==> config.mk <==
export PLATFORM = sky130hd
export DESIGN_NAME = hwseq_slots
export DESIGN_NICKNAME = d
export VERILOG_FILES = /design/src/rtl/hwseq_pkg.sv /design/src/rtl/hwseq_tick.sv /design/src/rtl/hwseq_slots.sv
export SDC_FILE = /design/constraint.sdc
export NUM_CORES = 1
export LEC_CHECK = 0
export ABC_CLOCK_PERIOD_IN_PS = 2310
export BUFFER_PORTS_ARGS = -buffer_cell sky130_fd_sc_hd__buf_2
export CAP_MARGIN = 10
export CORE_ASPECT_RATIO = 1.4
export CORE_MARGIN = 1.5
export CORE_UTILIZATION = 55
export CTS_BUF_LIST = sky130_fd_sc_hd__clkbuf_4
export DETAILED_ROUTE_END_ITERATION = 16
export GPL_TIMING_DRIVEN = 1
export PLACE_DENSITY_LB_ADDON = 0.05
export SLEW_MARGIN = 20
export SYNTH_ARGS = -nofsm -noshare
export SYNTH_HDL_FRONTEND = slang
export SYNTH_HIERARCHICAL = 1
export SYNTH_SLANG_ARGS = --single-unit
==> constraint.sdc <==
create_clock -name core_clk -period 2.31 [get_ports core_clk]
set_input_delay 0 -clock core_clk [delete_from_list [all_inputs] [get_ports core_clk]]
set_output_delay 0 -clock core_clk [all_outputs]
set_load 0.1 [all_outputs]
==> src/rtl/hwseq_pkg.sv <==
// Constants shared by the waveform sequencer slot logic and its tick divider.
// Assumes one 200 MHz core clock and a byte-wide register port.
`default_nettype none
package hwseq_pkg;
	// Register map
	localparam logic [7:0] GO_ADDR        = 8'h0c;
	localparam logic [7:0] SLOT_BASE_ADDR = 8'h0f;
	localparam logic [7:0] SLOT_TWO_ADDR  = 8'h10;
	localparam logic [7:0] SLOT_LAST_ADDR = 8'h16;
	localparam int         SLOT_COUNT     = 8;
	localparam logic [2:0] SLOT_LAST_IDX  = 3'h7;

	// Field positions
	localparam int GO_BIT       = 0;
	localparam int DELAY_SEL_BIT = 7;

	// Reset values
	localparam logic [7:0] SLOT_ONE_RST = 8'h01;
	localparam logic [7:0] SLOT_RST     = 8'h00;
	localparam logic       GO_RST       = 1'b0;

	// Timing: one unit of slot delay
	localparam int CLK_MHZ       = 200;
	localparam int WAIT_UNIT_MS  = 10;
	localparam int WAIT_UNIT_CYC = WAIT_UNIT_MS * CLK_MHZ * 1000;
	localparam int TICK_W        = 24;

	typedef enum logic [1:0] {
		ST_IDLE,
		ST_FETCH,
		ST_PLAY,
		ST_WAIT
	} hwseq_state_t;
endpackage
`default_nettype wire

==> src/rtl/hwseq_tick.sv <==
// Delay-unit divider: one-cycle pulse every TICK_CYCLES clocks.
// Held at zero while clear is high, so the first pulse comes a full
// unit after clear drops.
`default_nettype none
module hwseq_tick #(
	parameter int TICK_CYCLES = hwseq_pkg::WAIT_UNIT_CYC
) (
	// Clock and reset
	input  wire logic core_clk,
	input  wire logic sys_rst,
	// Control
	input  wire logic tickClear,
	output logic      tickPulse
);
	typedef struct packed {
		logic [hwseq_pkg::TICK_W-1:0] count;
		logic                         pulse;
	} hwseq_tick_t;

	localparam int TOP_INT = TICK_CYCLES - 1;
	localparam logic [hwseq_pkg::TICK_W-1:0] TOP =
		TOP_INT[hwseq_pkg::TICK_W-1:0];

	hwseq_tick_t tick_reg;
	hwseq_tick_t tick_next;

	always_comb begin
		tick_next = tick_reg;
		tick_next.pulse = 1'b0;
		if (tickClear) begin
			tick_next.count = '0;
		end else if (tick_reg.count == TOP) begin
			tick_next.count = '0;
			tick_next.pulse = 1'b1;
		end else begin
			tick_next.count = tick_reg.count + 1'b1;
		end
	end

	always_ff @(posedge core_clk) begin
		if (sys_rst) begin
			tick_reg <= '0;
		end else begin
			tick_reg <= tick_next;
		end
	end

	assign tickPulse = tick_reg.pulse;
endmodule
`default_nettype wire

==> src/rtl/hwseq_slots.sv <==
// Eight-slot waveform sequencer with its go trigger and slot registers.
// Assumes a waveform player that takes playReq/playId and answers playDone.
//
// Design decision made here: the plain strobed port.
`default_nettype none
module hwseq_slots #(
	parameter int WAIT_CYCLES = hwseq_pkg::WAIT_UNIT_CYC
) (
	// Clock and reset
	input  wire logic       core_clk,
	input  wire logic       sys_rst,
	// Register port
	input  wire logic [7:0] regAddr,
	input  wire logic [7:0] regWrData,
	input  wire logic       regWrite,
	input  wire logic       regRead,
	output logic      [7:0] regRdData,
	// Triggers and status
	input  wire logic       extTrig,
	output logic            seqBusy,
	output logic            seqCancel,
	// Waveform player
	output logic            playReq,
	output logic      [6:0] playId,
	input  wire logic       playDone
);
	typedef struct packed {
		logic                        goBit;
		logic [7:0][7:0]             slots;
		hwseq_pkg::hwseq_state_t     state;
		logic [2:0]                  idx;
		logic [6:0]                  waitCnt;
		logic [7:0]                  rdData;
		logic                        playReq;
		logic [6:0]                  playId;
		logic                        cancel;
	} hwseq_regs_t;

	hwseq_regs_t seq_reg;
	hwseq_regs_t seq_next;

	logic       tickPulse;
	logic       tickClear;
	logic [7:0] slotOff;
	logic       slotHit;
	logic [7:0] curSlot;
	logic       seqDone;

	// Delay slots are timed from entry into the wait state
	assign tickClear = (seq_reg.state != hwseq_pkg::ST_WAIT);

	hwseq_tick #(
		.TICK_CYCLES(WAIT_CYCLES)
	) u_tick (
		.core_clk (core_clk),
		.sys_rst  (sys_rst),
		.tickClear(tickClear),
		.tickPulse(tickPulse)
	);

	assign slotOff = regAddr - hwseq_pkg::SLOT_BASE_ADDR;
	assign slotHit = (regAddr >= hwseq_pkg::SLOT_BASE_ADDR) &&
		(regAddr <= hwseq_pkg::SLOT_LAST_ADDR);
	assign curSlot = seq_reg.slots[seq_reg.idx];

	always_comb begin
		seq_next = seq_reg;
		seq_next.playReq = 1'b0;
		seq_next.cancel = 1'b0;
		seqDone = 1'b0;

		// Register writes; slots may be rewritten during playback and the
		// new value is used when that slot is reached
		if (regWrite && slotHit) begin
			seq_next.slots[slotOff[2:0]] = regWrData;
		end

		// Read data stands only in the cycle after the strobe
		seq_next.rdData = 8'h00;
		if (regRead) begin
			if (slotHit) begin
				seq_next.rdData = seq_reg.slots[slotOff[2:0]];
			end else if (regAddr == hwseq_pkg::GO_ADDR) begin
				seq_next.rdData = {7'h00, seq_reg.goBit};
			end
		end

		case (seq_reg.state)
			hwseq_pkg::ST_IDLE: begin
				if (seq_reg.goBit) begin
					seq_next.state = hwseq_pkg::ST_FETCH;
					seq_next.idx = 3'h0;
				end
			end
			hwseq_pkg::ST_FETCH: begin
				if (curSlot[hwseq_pkg::DELAY_SEL_BIT]) begin
					seq_next.state = hwseq_pkg::ST_WAIT;
					seq_next.waitCnt = curSlot[6:0];
				end else if (curSlot[6:0] == 7'h00) begin
					seqDone = 1'b1;
					seq_next.state = hwseq_pkg::ST_IDLE;
				end else begin
					seq_next.state = hwseq_pkg::ST_PLAY;
					seq_next.playReq = 1'b1;
					seq_next.playId = curSlot[6:0];
				end
			end
			hwseq_pkg::ST_PLAY: begin
				if (playDone) begin
					if (seq_reg.idx == hwseq_pkg::SLOT_LAST_IDX) begin
						seqDone = 1'b1;
						seq_next.state = hwseq_pkg::ST_IDLE;
					end else begin
						seq_next.idx = seq_reg.idx + 3'h1;
						seq_next.state = hwseq_pkg::ST_FETCH;
					end
				end
			end
			hwseq_pkg::ST_WAIT: begin
				if (seq_reg.waitCnt == 7'h00) begin
					if (seq_reg.idx == hwseq_pkg::SLOT_LAST_IDX) begin
						seqDone = 1'b1;
						seq_next.state = hwseq_pkg::ST_IDLE;
					end else begin
						seq_next.idx = seq_reg.idx + 3'h1;
						seq_next.state = hwseq_pkg::ST_FETCH;
					end
				end else if (tickPulse) begin
					seq_next.waitCnt = seq_reg.waitCnt - 7'h01;
				end
			end
			default: begin
				seq_next.state = hwseq_pkg::ST_IDLE;
			end
		endcase

		// Completion clears go, but a set in the same cycle wins
		if (seqDone) begin
			seq_next.goBit = 1'b0;
		end
		if (regWrite && regAddr == hwseq_pkg::GO_ADDR) begin
			seq_next.goBit = regWrData[hwseq_pkg::GO_BIT];
		end
		if (extTrig) begin
			seq_next.goBit = 1'b1;
		end

		// Software cleared go: drop everything now; a clear that lands on
		// the start cycle keeps the sequencer idle with no cancel pulse
		if (seq_next.state != hwseq_pkg::ST_IDLE && !seq_next.goBit) begin
			seq_next.state = hwseq_pkg::ST_IDLE;
			seq_next.playReq = 1'b0;
			seq_next.cancel = (seq_reg.state != hwseq_pkg::ST_IDLE);
		end
	end

	always_ff @(posedge core_clk) begin
		if (sys_rst) begin
			seq_reg <= '0;
			seq_reg.goBit <= hwseq_pkg::GO_RST;
			for (int i = 0; i < hwseq_pkg::SLOT_COUNT; i++) begin
				seq_reg.slots[i] <= hwseq_pkg::SLOT_RST;
			end
			seq_reg.slots[0] <= hwseq_pkg::SLOT_ONE_RST;
			seq_reg.state <= hwseq_pkg::ST_IDLE;
		end else begin
			seq_reg <= seq_next;
		end
	end

	assign regRdData = seq_reg.rdData;
	assign seqBusy = (seq_reg.state != hwseq_pkg::ST_IDLE);
	assign seqCancel = seq_reg.cancel;
	assign playReq = seq_reg.playReq;
	assign playId = seq_reg.playId;

	// Checks
	AST_DELAY_SELECT: assert property (
		@(posedge core_clk) disable iff (sys_rst)
		(seq_reg.state == hwseq_pkg::ST_FETCH && curSlot[7] && seq_next.goBit)
		|=> (seq_reg.state == hwseq_pkg::ST_WAIT && !playReq))
		else $error("delay slot did not enter wait");

	AST_ID_PLAY: assert property (
		@(posedge core_clk) disable iff (sys_rst)
		(seq_reg.state == hwseq_pkg::ST_FETCH && !curSlot[7] &&
		curSlot[6:0] != 7'h00 && seq_next.goBit)
		|=> (seq_reg.state == hwseq_pkg::ST_PLAY && playReq))
		else $error("id slot did not request playback");

	AST_WAIT_TICK: assert property (
		@(posedge core_clk) disable iff (sys_rst)
		(seq_reg.state == hwseq_pkg::ST_WAIT && tickPulse &&
		seq_reg.waitCnt != 7'h00 && seq_next.goBit)
		|=> (seq_reg.waitCnt == $past(seq_reg.waitCnt) - 7'h01))
		else $error("wait count did not step on tick");

	AST_WAIT_HOLD: assert property (
		@(posedge core_clk) disable iff (sys_rst)
		(seq_reg.state == hwseq_pkg::ST_WAIT && !tickPulse &&
		seq_reg.waitCnt != 7'h00 && seq_next.goBit)
		|=> (seq_reg.state == hwseq_pkg::ST_WAIT &&
		$stable(seq_reg.waitCnt) && $stable(seq_reg.idx)))
		else $error("wait slot moved without a tick");

	AST_WAIT_EXIT: assert property (
		@(posedge core_clk) disable iff (sys_rst)
		(seq_reg.state == hwseq_pkg::ST_WAIT && seq_reg.waitCnt == 7'h00 &&
		seq_reg.idx != hwseq_pkg::SLOT_LAST_IDX && seq_next.goBit)
		|=> (seq_reg.state == hwseq_pkg::ST_FETCH &&
		seq_reg.idx == $past(seq_reg.idx) + 3'h1))
		else $error("expired wait did not move to next slot");

	// Checked against the slot as it stood when fetched, since software
	// may rewrite it in the very cycle the request goes out
	AST_PLAY_ID: assert property (
		@(posedge core_clk) disable iff (sys_rst)
		playReq |-> (playId == $past(curSlot[6:0]) &&
		seq_reg.state == hwseq_pkg::ST_PLAY))
		else $error("played id differs from slot");

	AST_START_FIRST: assert property (
		@(posedge core_clk) disable iff (sys_rst)
		(seq_reg.state == hwseq_pkg::ST_IDLE && seq_reg.goBit &&
		seq_next.goBit)
		|=> (seq_reg.idx == 3'h0 && seqBusy))
		else $error("sequence did not start at first slot");

	AST_GO_SET: assert property (
		@(posedge core_clk) disable iff (sys_rst)
		(regWrite && regAddr == hwseq_pkg::GO_ADDR &&
		regWrData[hwseq_pkg::GO_BIT])
		|=> seq_reg.goBit)
		else $error("go write did not set go");

	AST_ADVANCE: assert property (
		@(posedge core_clk) disable iff (sys_rst)
		(seq_reg.state == hwseq_pkg::ST_PLAY && playDone &&
		seq_reg.idx != 3'h7 && seq_next.goBit)
		|=> (seq_reg.state == hwseq_pkg::ST_FETCH &&
		seq_reg.idx == $past(seq_reg.idx) + 3'h1))
		else $error("sequencer did not advance");

	AST_PLAY_HOLD: assert property (
		@(posedge core_clk) disable iff (sys_rst)
		(seq_reg.state == hwseq_pkg::ST_PLAY && !playDone && seq_next.goBit)
		|=> (seq_reg.state == hwseq_pkg::ST_PLAY && $stable(seq_reg.idx) &&
		!playReq))
		else $error("play state left before waveform ended");

	AST_FETCH_ONE: assert property (
		@(posedge core_clk) disable iff (sys_rst)
		seq_reg.state == hwseq_pkg::ST_FETCH
		|=> seq_reg.state != hwseq_pkg::ST_FETCH)
		else $error("slot fetch took more than one cycle");

	AST_ZERO_STOP: assert property (
		@(posedge core_clk) disable iff (sys_rst)
		(seq_reg.state == hwseq_pkg::ST_FETCH && curSlot == 8'h00 &&
		!extTrig && !regWrite)
		|=> (!seqBusy && !seq_reg.goBit && !playReq))
		else $error("zero id did not stop sequence");

	AST_LAST_STOP: assert property (
		@(posedge core_clk) disable iff (sys_rst)
		(seq_reg.state == hwseq_pkg::ST_PLAY && playDone &&
		seq_reg.idx == 3'h7 && !extTrig && !regWrite)
		|=> (!seqBusy && !seq_reg.goBit))
		else $error("sequence ran past eighth slot");

	AST_WAIT_LAST: assert property (
		@(posedge core_clk) disable iff (sys_rst)
		(seq_reg.state == hwseq_pkg::ST_WAIT && seq_reg.waitCnt == 7'h00 &&
		seq_reg.idx == hwseq_pkg::SLOT_LAST_IDX && !extTrig && !regWrite)
		|=> (!seqBusy && !seq_reg.goBit))
		else $error("sequence ran past a final delay slot");

	// A run that completes in the same cycle ends normally, not cancelled
	AST_CANCEL: assert property (
		@(posedge core_clk) disable iff (sys_rst)
		(seqBusy && !seqDone && regWrite && regAddr == hwseq_pkg::GO_ADDR &&
		!regWrData[0] && !extTrig)
		|=> (!seqBusy && seqCancel && !playReq))
		else $error("go clear did not cancel");

	AST_GO_HOLDS: assert property (
		@(posedge core_clk) disable iff (sys_rst)
		seqBusy |-> seq_reg.goBit)
		else $error("go bit low while running");

	AST_IDLE_QUIET: assert property (
		@(posedge core_clk) disable iff (sys_rst)
		!seqBusy |-> !playReq)
		else $error("play request while idle");

	AST_EXT_TRIG: assert property (
		@(posedge core_clk) disable iff (sys_rst)
		(extTrig && !seqBusy && !seq_reg.goBit)
		|=> (seq_reg.goBit ##1 (seqBusy || !seq_reg.goBit)))
		else $error("external trigger did not start");

	AST_TRIG_SETS: assert property (
		@(posedge core_clk) disable iff (sys_rst)
		extTrig |=> seq_reg.goBit)
		else $error("external trigger did not set go");

	AST_SLOT_STORE: assert property (
		@(posedge core_clk) disable iff (sys_rst)
		(regWrite && slotHit)
		|=> (seq_reg.slots[$past(slotOff[2:0])] == $past(regWrData)))
		else $error("slot write not stored");

	AST_RD_QUIET: assert property (
		@(posedge core_clk) disable iff (sys_rst)
		!$past(regRead) |-> (regRdData == 8'h00))
		else $error("read data outside its cycle");
endmodule
`default_nettype wire

==> Flow_metrics.wiki, run 1 <==
{| class="wikitable"
! Metric !! Value
|-
| Worst min-delay path category || input pin to flop
|-
| Maximum single-stage delay on the critical path || 0.49 ns
|-
| Worst max-slew margin expressed relative to the limit || 55.9%
|-
| Max rail drop VDD || 0.512 mV
|-
| Post-detailed-route wirelength per cell || 18.5 um
|-
| Count of state elements after synthesis || 119
|-
| Part of the cycle the worst path needs || 92.5%
|-
| Setup Slack @ Placement || 0.0699 ns
|-
| Setup_tns || 0 ns
|-
| Required time at the worst-slack endpoint || 2.78 ns
|-
| Top Family by Delay on Critical Path || compound AO/OA/AOI/OAI gates
|-
| Longest Clk Path Bufs || 2
|-
| Vias in the first global route || 5040
|-
| Number of synthesis warnings || 6
|-
| Worst-path fanout max || 6
|-
| Capturing element type of the critical path || flop
|-
| Overall global routing resource usage || 27.9%
|-
| Clock tree from TritonCTS || built
|-
| Initial core utilization || 57.0%
|-
| Type of element launching the critical path || flop
|-
| Critical Path, Cell by Cell || inv_1, ha_1, a41o_1, a311o_1, a2111oi_0, o31a_1
|-
| Number of antenna-violating nets in the routed design || 0
|-
| Die Span Y || 129 um
|-
| Yosys top cell by area || sky130_fd_sc_hd__dfxtp_1
|-
| Highest clock frequency the design can meet || 468 MHz
|-
| Setup WS post-layout || 0.174 ns
|-
| Flip-flop count of the largest register, all copies and words added || 77
|-
| Hold violation count in the final report || 0
|-
| Detailed-route vias per instance || 6.01
|-
| Overflow left after global routing || 0
|-
| Level count of the clock H-tree || 4
|-
| Half-perimeter wire length of the detailed placement result || 11700 um
|-
| Total power density per cell area || 555 nW/um^2
|-
| Result of the run || finished clean
|-
| Number of top-level pins || 40
|-
| Distinct cell type count after synthesis || 70
|-
| Initial DRT Pass Iterations || 5
|-
| Share of final-layout standard cells stronger than drive strength 1 || 18.1%
|-
| Max_cap viols || 0
|-
| Startpoint-to-endpoint class of the critical path || flop to flop
|-
| Routability cong. || 0.862
|-
| Unrepaired setup endpoints after global routing || false
|-
| Cell area after technology mapping || 6260 sq um
|-
| Remaining DRCs || 0
|-
| Post-synth EDFFs || 0
|-
| Number of buffers inserted during clock tree synthesis || 17
|-
| Number of setup buffers added after CTS || 0
|-
| Number of antenna violations at the first check in global routing || 1
|-
| Most common cell after layout, fill and taps aside || sky130_fd_sc_hd__dfxtp_1
|-
| Commonest register cell after synthesis || sky130_fd_sc_hd__dfxtp_1
|-
| Post-synthesis instance total || 655
|-
| Area added between synthesis and finish || 11.6%
|-
| Portion of the post-synthesis area used by sequential elements || 38.1%
|-
| Root Driver || sky130_fd_sc_hd__clkbuf_4
|-
| Via count || 5141
|-
| Core Area || 11000 sq um
|-
| Placed Area || 6580 sq um
|-
| Global-route wire length before repair || 25800 um
|-
| Average cell area after synthesis || 9.55 sq um
|-
| Number of buffer and inverter instances along the worst setup path || 1
|-
| Largest net degree at the start of global routing || 47
|-
| Area share of the largest cell type after synthesis || 38.1%
|-
| Finish-stage setup viols || 0
|-
| Die Width || 93.2 um
|-
| Clk sink count || 119
|-
| Source-to-sink clock delay at the later pin of the worst-skew pair || 0.52 ns
|-
| Top library cells by usage in the layout, fill and taps aside || sky130_fd_sc_hd__dfxtp_1 (117), sky130_fd_sc_hd__nor2_1 (107), sky130_fd_sc_hd__mux2i_1 (101), sky130_fd_sc_hd__buf_2 (39), sky130_fd_sc_hd__buf_4 (35)
|-
| Slew at the pin closest to its max-slew limit || 0.661 ns
|-
| Data arrival at the endpoint of the critical path || 2.60 ns
|-
| Leakage dissipation || 2.76 nW
|-
| Die outline area || 12000 sq um
|-
| Critical path's slowest cell || sky130_fd_sc_hd__a2111oi_0
|-
| Post-synthesis async set-or-reset flop share || 0%
|-
| Number of nets at the end of the flow || 732
|-
| # rows || 45
|-
| Number of buffers added on ports || 39
|-
| Max-slew violations || 0
|-
| Post-layout min period || 2.14 ns
|-
| Worst reg2reg setup slack || 0.17 ns
|-
| CTS clock-pin slew for the worst setup and hold paths || 0.10 ns
|-
| Ranking of synthesized cells by area || sky130_fd_sc_hd__dfxtp_1 (38%), sky130_fd_sc_hd__mux2i_1 (16%), sky130_fd_sc_hd__nor2_1 (6.4%)
|-
| Initial detailed-routing violation count || 283
|-
| Total nets after synthesis || 684
|-
| Maximum clock skew at final layout || 0.0156 ns
|-
| Detailed Route WL || 15800 um
|-
| Finished layout cell area || 6980 sq um
|}
cell usage after synthesis, drive strengths merged (8+ instances only):
master and instances:
nand4 10, nor3 10, inv 17, o21ai 19, o22ai 16, nor2 107, mux4 14, nand2 22
clkbuf 27, nor4 8, nand3 14, dfxtp 119, buf 31, mux2i 105, or3 8, a21oi 24
layout make-up:
cell class              instances  area, sq um
multi-input cells             461         3500
repair buffers                 87          588
fillers                       968         4000
flip-flops and latches        119         2380
clock inverters                11          135
well taps                     141          176
clock buffers                  18          135
inverters                      17         63.8
diodes                          1         2.50
logic make-up after synthesis:
kind of cell,after synthesis,share of synthesized area [%]
adder cells (fa/ha/maj),7,1.40
flip-flops,119,38.1
AO/OA/AOI/OAI,100,11.0
XOR/XNOR,14,1.96
buffers and inverters,75,6.06
multiplexers,121,23.2
AND/OR/NAND/NOR,219,18.3
power by group:
part	total [W]	leakage, nW	internal [W]	switching (W)
Combinational	0.000329	1.66	0.000110	0.000219
Clock	0.00148	0.142	0.000731	0.000745
Sequential	0.00207	0.960	0.00206	0.0000139
Total	0.00388	2.76	0.00290	0.000978
worst paths after layout:
check                          start            endpoint  depth (start not counted)
setup reg to reg         seq_reg[18]         seq_reg[28]                          6
hold / removal            regAddr[4]        regRdData[0]                          4
hold reg to reg   u_tick/tick_reg[1]  u_tick/tick_reg[1]                          1
setup / recovery         seq_reg[18]         seq_reg[28]                          6
worst register-to-register path, delay by kind of cell, from the launching register on:
family	cells	cell delay (ns)
AOI/OAI and AO/OA	4	1.39
buffers and inverters	1	0.10
DFF	1	0.38
adders and majority gates	1	0.22
stage by stage:
step	utilization, %	instances	power, W	hold slack [ns]
after floorplan	-	655	0.00234	0.0767
after global placement	59.9	812	0.00242	0.309
after detailed placement	59.9	812	0.00243	0.311
after CTS	63.6	854	0.00390	0.0567
after global routing	63.6	855	0.00402	0.117
final	63.6	855	0.00388	0.0951
timing repair:
item / in CTS / in global routing
hold endpoints to repair: 75 / 0
endpoints found under the setup margin: 0 / 12
resized for setup: 0 / 3
hold buffers: 13 / 0
per-layer routing:
metal	wire length (um)	vias to the layer above	global-route usage, %
met5	0	-	0
met3	526	22	4.64
met2	8370	109	50.4
li1	-	2465	-
met1	6580	2545	33.0
met4	316	0	10.2
Note: power is estimated with default switching activity, not from simulation.
==> run 2, diff against run 1 <==
--- a/config.mk
+++ b/config.mk
@@ -5,7 +5,7 @@
 export SDC_FILE = /design/constraint.sdc
 export NUM_CORES = 1
 export LEC_CHECK = 0
-export ABC_CLOCK_PERIOD_IN_PS = 2310
+export ABC_CLOCK_PERIOD_IN_PS = 2800
 export BUFFER_PORTS_ARGS = -buffer_cell sky130_fd_sc_hd__buf_2
 export CAP_MARGIN = 10
 export CORE_ASPECT_RATIO = 1.4
==> constraint.sdc (replaced) <==
create_clock -name core_clk -period 2.8 [get_ports core_clk]
set_input_delay 0 -clock core_clk [delete_from_list [all_inputs] [get_ports core_clk]]
set_output_delay 0 -clock core_clk [all_outputs]
set_load 0.1 [all_outputs]
==> run 2 against run 1 <==
Compared with the run above: critical path depth decreased by 1; clock skew is 0.011 ns higher; final cell count shrank 1.5%; utilization shrank 0.84 points; sequential power down 17%; non-clock buffer count down 15; first-iteration DRC count grew 20%; maximum frequency is 18% lower; global-route usage fell by 0.45 points; design area fell by 1.3%; clock-buffer cell count unchanged; largest power group unchanged.
==> Flow_metrics.wiki, run 2 (same netlist as run 1, synthesis figures left out) <==
{| class="wikitable"
! Metric !! Value
|-
| Clock tree from TritonCTS || built
|-
| Number of nets at the end of the flow || 717 (-2.0%)
|-
| Initial detailed-routing violation count || 341 (+20%)
|-
| Vias in the first global route || 4929 (-2.2%)
|-
| Worst min-delay path category || input pin to flop
|-
| Longest Clk Path Bufs || 2 (unchanged)
|-
| Worst-path fanout max || 14 (+8)
|-
| Clk sink count || 119 (unchanged)
|-
| Count of antenna diodes in the layout || 0 (-1)
|-
| Result of the run || finished clean
|-
| Setup_tns || 0 ns (unchanged)
|-
| Hold violation count in the final report || 0 (unchanged)
|-
| Setup WS post-layout || 0.191 ns (+0.0168 ns)
|-
| Number of buffer and inverter instances along the worst setup path || 0 (-1)
|-
| Half-perimeter wire length of the detailed placement result || 11400 um (-2.3%)
|-
| Number of antenna violations at the first check in global routing || 0 (-1)
|-
| Slew at the pin closest to its max-slew limit || 0.880 ns (+0.219 ns)
|-
| Flip-flop count of the largest register, all copies and words added || 77 (unchanged)
|-
| Detailed-route vias per instance || 6.08 (+1.1%)
|-
| Post-layout min period || 2.61 ns (+0.473 ns)
|-
| Critical Path, Cell by Cell || mux4_1, mux2i_1, and4_4, nand4b_4, a311oi_1
|-
| Net switching power figure || 0.000846 W (-13%)
|-
| Finish-stage setup viols || 0 (unchanged)
|-
| Most common cell after layout, fill and taps aside || sky130_fd_sc_hd__dfxtp_1
|-
| Unrepaired setup endpoints after global routing || false
|-
| Worst max-slew margin expressed relative to the limit || 41.3% (-15 points)
|-
| Data arrival at the endpoint of the critical path || 3.02 ns (+0.42 ns)
|-
| Total power density per cell area || 472 nW/um^2 (-15%)
|-
| Level count of the clock H-tree || 4 (unchanged)
|-
| Largest net degree at the start of global routing || 67 (+43%)
|-
| Startpoint-to-endpoint class of the critical path || flop to flop
|-
| Root Driver || sky130_fd_sc_hd__clkbuf_4
|-
| Maximum single-stage delay on the critical path || 0.76 ns (+0.27 ns)
|-
| Post-detailed-route wirelength per cell || 18.7 um (+1.4%)
|-
| Highest clock frequency the design can meet || 383 MHz (-18%)
|-
| Max-slew violations || 0 (unchanged)
|-
| Capturing element type of the critical path || flop
|-
| Max rail drop VDD || 0.288 mV (-44%)
|-
| Maximum clock skew at final layout || 0.0264 ns (+0.0107 ns)
|-
| Setup Slack @ Placement || 0.245 ns (+0.175 ns)
|-
| Detailed Route WL || 15800 um (-0.11%)
|-
| Clk pwr share || 39.2% (+1.1 points)
|-
| Max_cap viols || 0 (unchanged)
|-
| Number of buffers added on ports || 39 (unchanged)
|-
| Type of element launching the critical path || flop
|-
| Initial core utilization || 57.0% (unchanged)
|-
| Leakage dissipation || 2.70 nW (-2.3%)
|-
| Number of buffers inserted during clock tree synthesis || 17 (unchanged)
|-
| Switching power share of the total || 26.0% (+0.80 points)
|-
| Required time at the worst-slack endpoint || 3.21 ns (+0.43 ns)
|-
| Die Width || 93.2 um (unchanged)
|-
| Overall global routing resource usage || 27.5% (-0.45 points)
|-
| Number of top-level pins || 40 (unchanged)
|-
| # rows || 45 (unchanged)
|-
| Routability cong. || 0.877 (+1.8%)
|-
| CTS clock-pin slew for the worst setup and hold paths || 0.10 ns (about the same)
|-
| Multi-input gate area in the final layout || 3500 sq um (about the same)
|-
| Top library cells by usage in the layout, fill and taps aside || sky130_fd_sc_hd__dfxtp_1 (119), sky130_fd_sc_hd__nor2_1 (107), sky130_fd_sc_hd__mux2i_1 (101), sky130_fd_sc_hd__buf_2 (39), sky130_fd_sc_hd__a21oi_1 (24)
|-
| Fill count || 963 (-0.52%)
|-
| Top Family by Delay on Critical Path || multiplexers
|-
| Die Span Y || 129 um (unchanged)
|-
| Via count || 5116 (-0.49%)
|-
| Core Area || 11000 sq um (unchanged)
|-
| Global-route wire length before repair || 25600 um (-0.97%)
|-
| Part of the cycle the worst path needs || 93.2% (+0.72 points)
|-
| Worst reg2reg setup slack || 0.19 ns (+0.02 ns)
|-
| Sequential share of power || 52.7% (-0.8 points)
|-
| Relative contribution of combinational cells to total power || 8.1% (-0.4 points)
|-
| Initial DRT Pass Iterations || 5 (unchanged)
|-
| Sequential cell area || 2380 sq um (-0.11%)
|-
| Overflow left after global routing || 0 (unchanged)
|-
| Remaining DRCs || 0 (unchanged)
|-
| Internal power || 0.00241 W (-17%)
|-
| Area added between synthesis and finish || 10.1%
|-
| Share of final-layout standard cells stronger than drive strength 1 || 16.3% (-1.8 points)
|-
| Critical path's slowest cell || sky130_fd_sc_hd__dfxtp_1
|-
| Die outline area || 12000 sq um (unchanged)
|-
| Number of antenna-violating nets in the routed design || 0 (unchanged)
|-
| Source-to-sink clock delay at the later pin of the worst-skew pair || 0.52 ns (about the same)
|}
==> run 2: area by class of cell <==
type	instances	share of cell area, %
Multi-Input combinational cell	461	50.7
Sequential cell	119	34.6
Timing Repair Buffer	72	6.94
Tap cell	141	2.56
Clock inverter	14	2.31
Clock buffer	18	1.96
Inverter	17	0.926
==> run 2: routing by layer <==
metal	up-vias	global-route usage, %	part of all wire, %
li1	2439	-	-
met3	40	4.75	4.2
met4	0	14.0	3.3
met5	-	0	0
met1	2470	32.3	41
met2	167	47.7	52
==> run 2: final timing paths <==
| check | from | endpoint | cells past startpoint |
|---|---|---|---|
| setup / recovery | seq_reg[26] | playId[2] | 5 |
| hold / removal | regAddr[5] | regRdData[2] | 5 |
| setup reg to reg | seq_reg[26] | playId[2] | 5 |
| hold reg to reg | u_tick/tick_reg[1] | u_tick/tick_reg[1] | 1 |
==> run 2: timing repair <==
action	CTS	global route
hold endpoints to repair	85	0
setup endpoints to repair	0	0
hold buffers	14	0
buffers inserted	0	0
resized for setup	0	0
==> run 2: power by group through the flow <==
stage | logic (W) | registers, W | clock network [W]
after floorplan | 0.000178 | 0.00175 | 0
after global placement | 0.000247 | 0.00175 | 0
after detailed placement | 0.000249 | 0.00175 | 0
after CTS | 0.000262 | 0.00171 | 0.00131
after global routing | 0.000282 | 0.00171 | 0.00138
final | 0.000264 | 0.00171 | 0.00128
==> run 2: tightest hold or removal path: cells and delay by family <==
kind	cells	cell delay, ns
AND/OR/NAND/NOR	4	0.53
buffers and inverters	1	0.09
==> run 2: stage by stage <==
| step | std cells | utilization [%] | total power, W | hold WS, ns | area [sq um] |
|---|---|---|---|---|---|
| global placement | 796 | 58.8 | 0.00200 | 0.313 | 6460 |
| global route | 842 | 62.8 | 0.00338 | 0.191 | 6890 |
| detailed placement | 796 | 58.8 | 0.00200 | 0.306 | 6460 |
| CTS | 842 | 62.8 | 0.00328 | 0.138 | 6890 |
| finish | 842 | 62.8 | 0.00325 | 0.167 | 6890 |
| floorplan | 655 | - | 0.00193 | 0.0767 | 6260 |
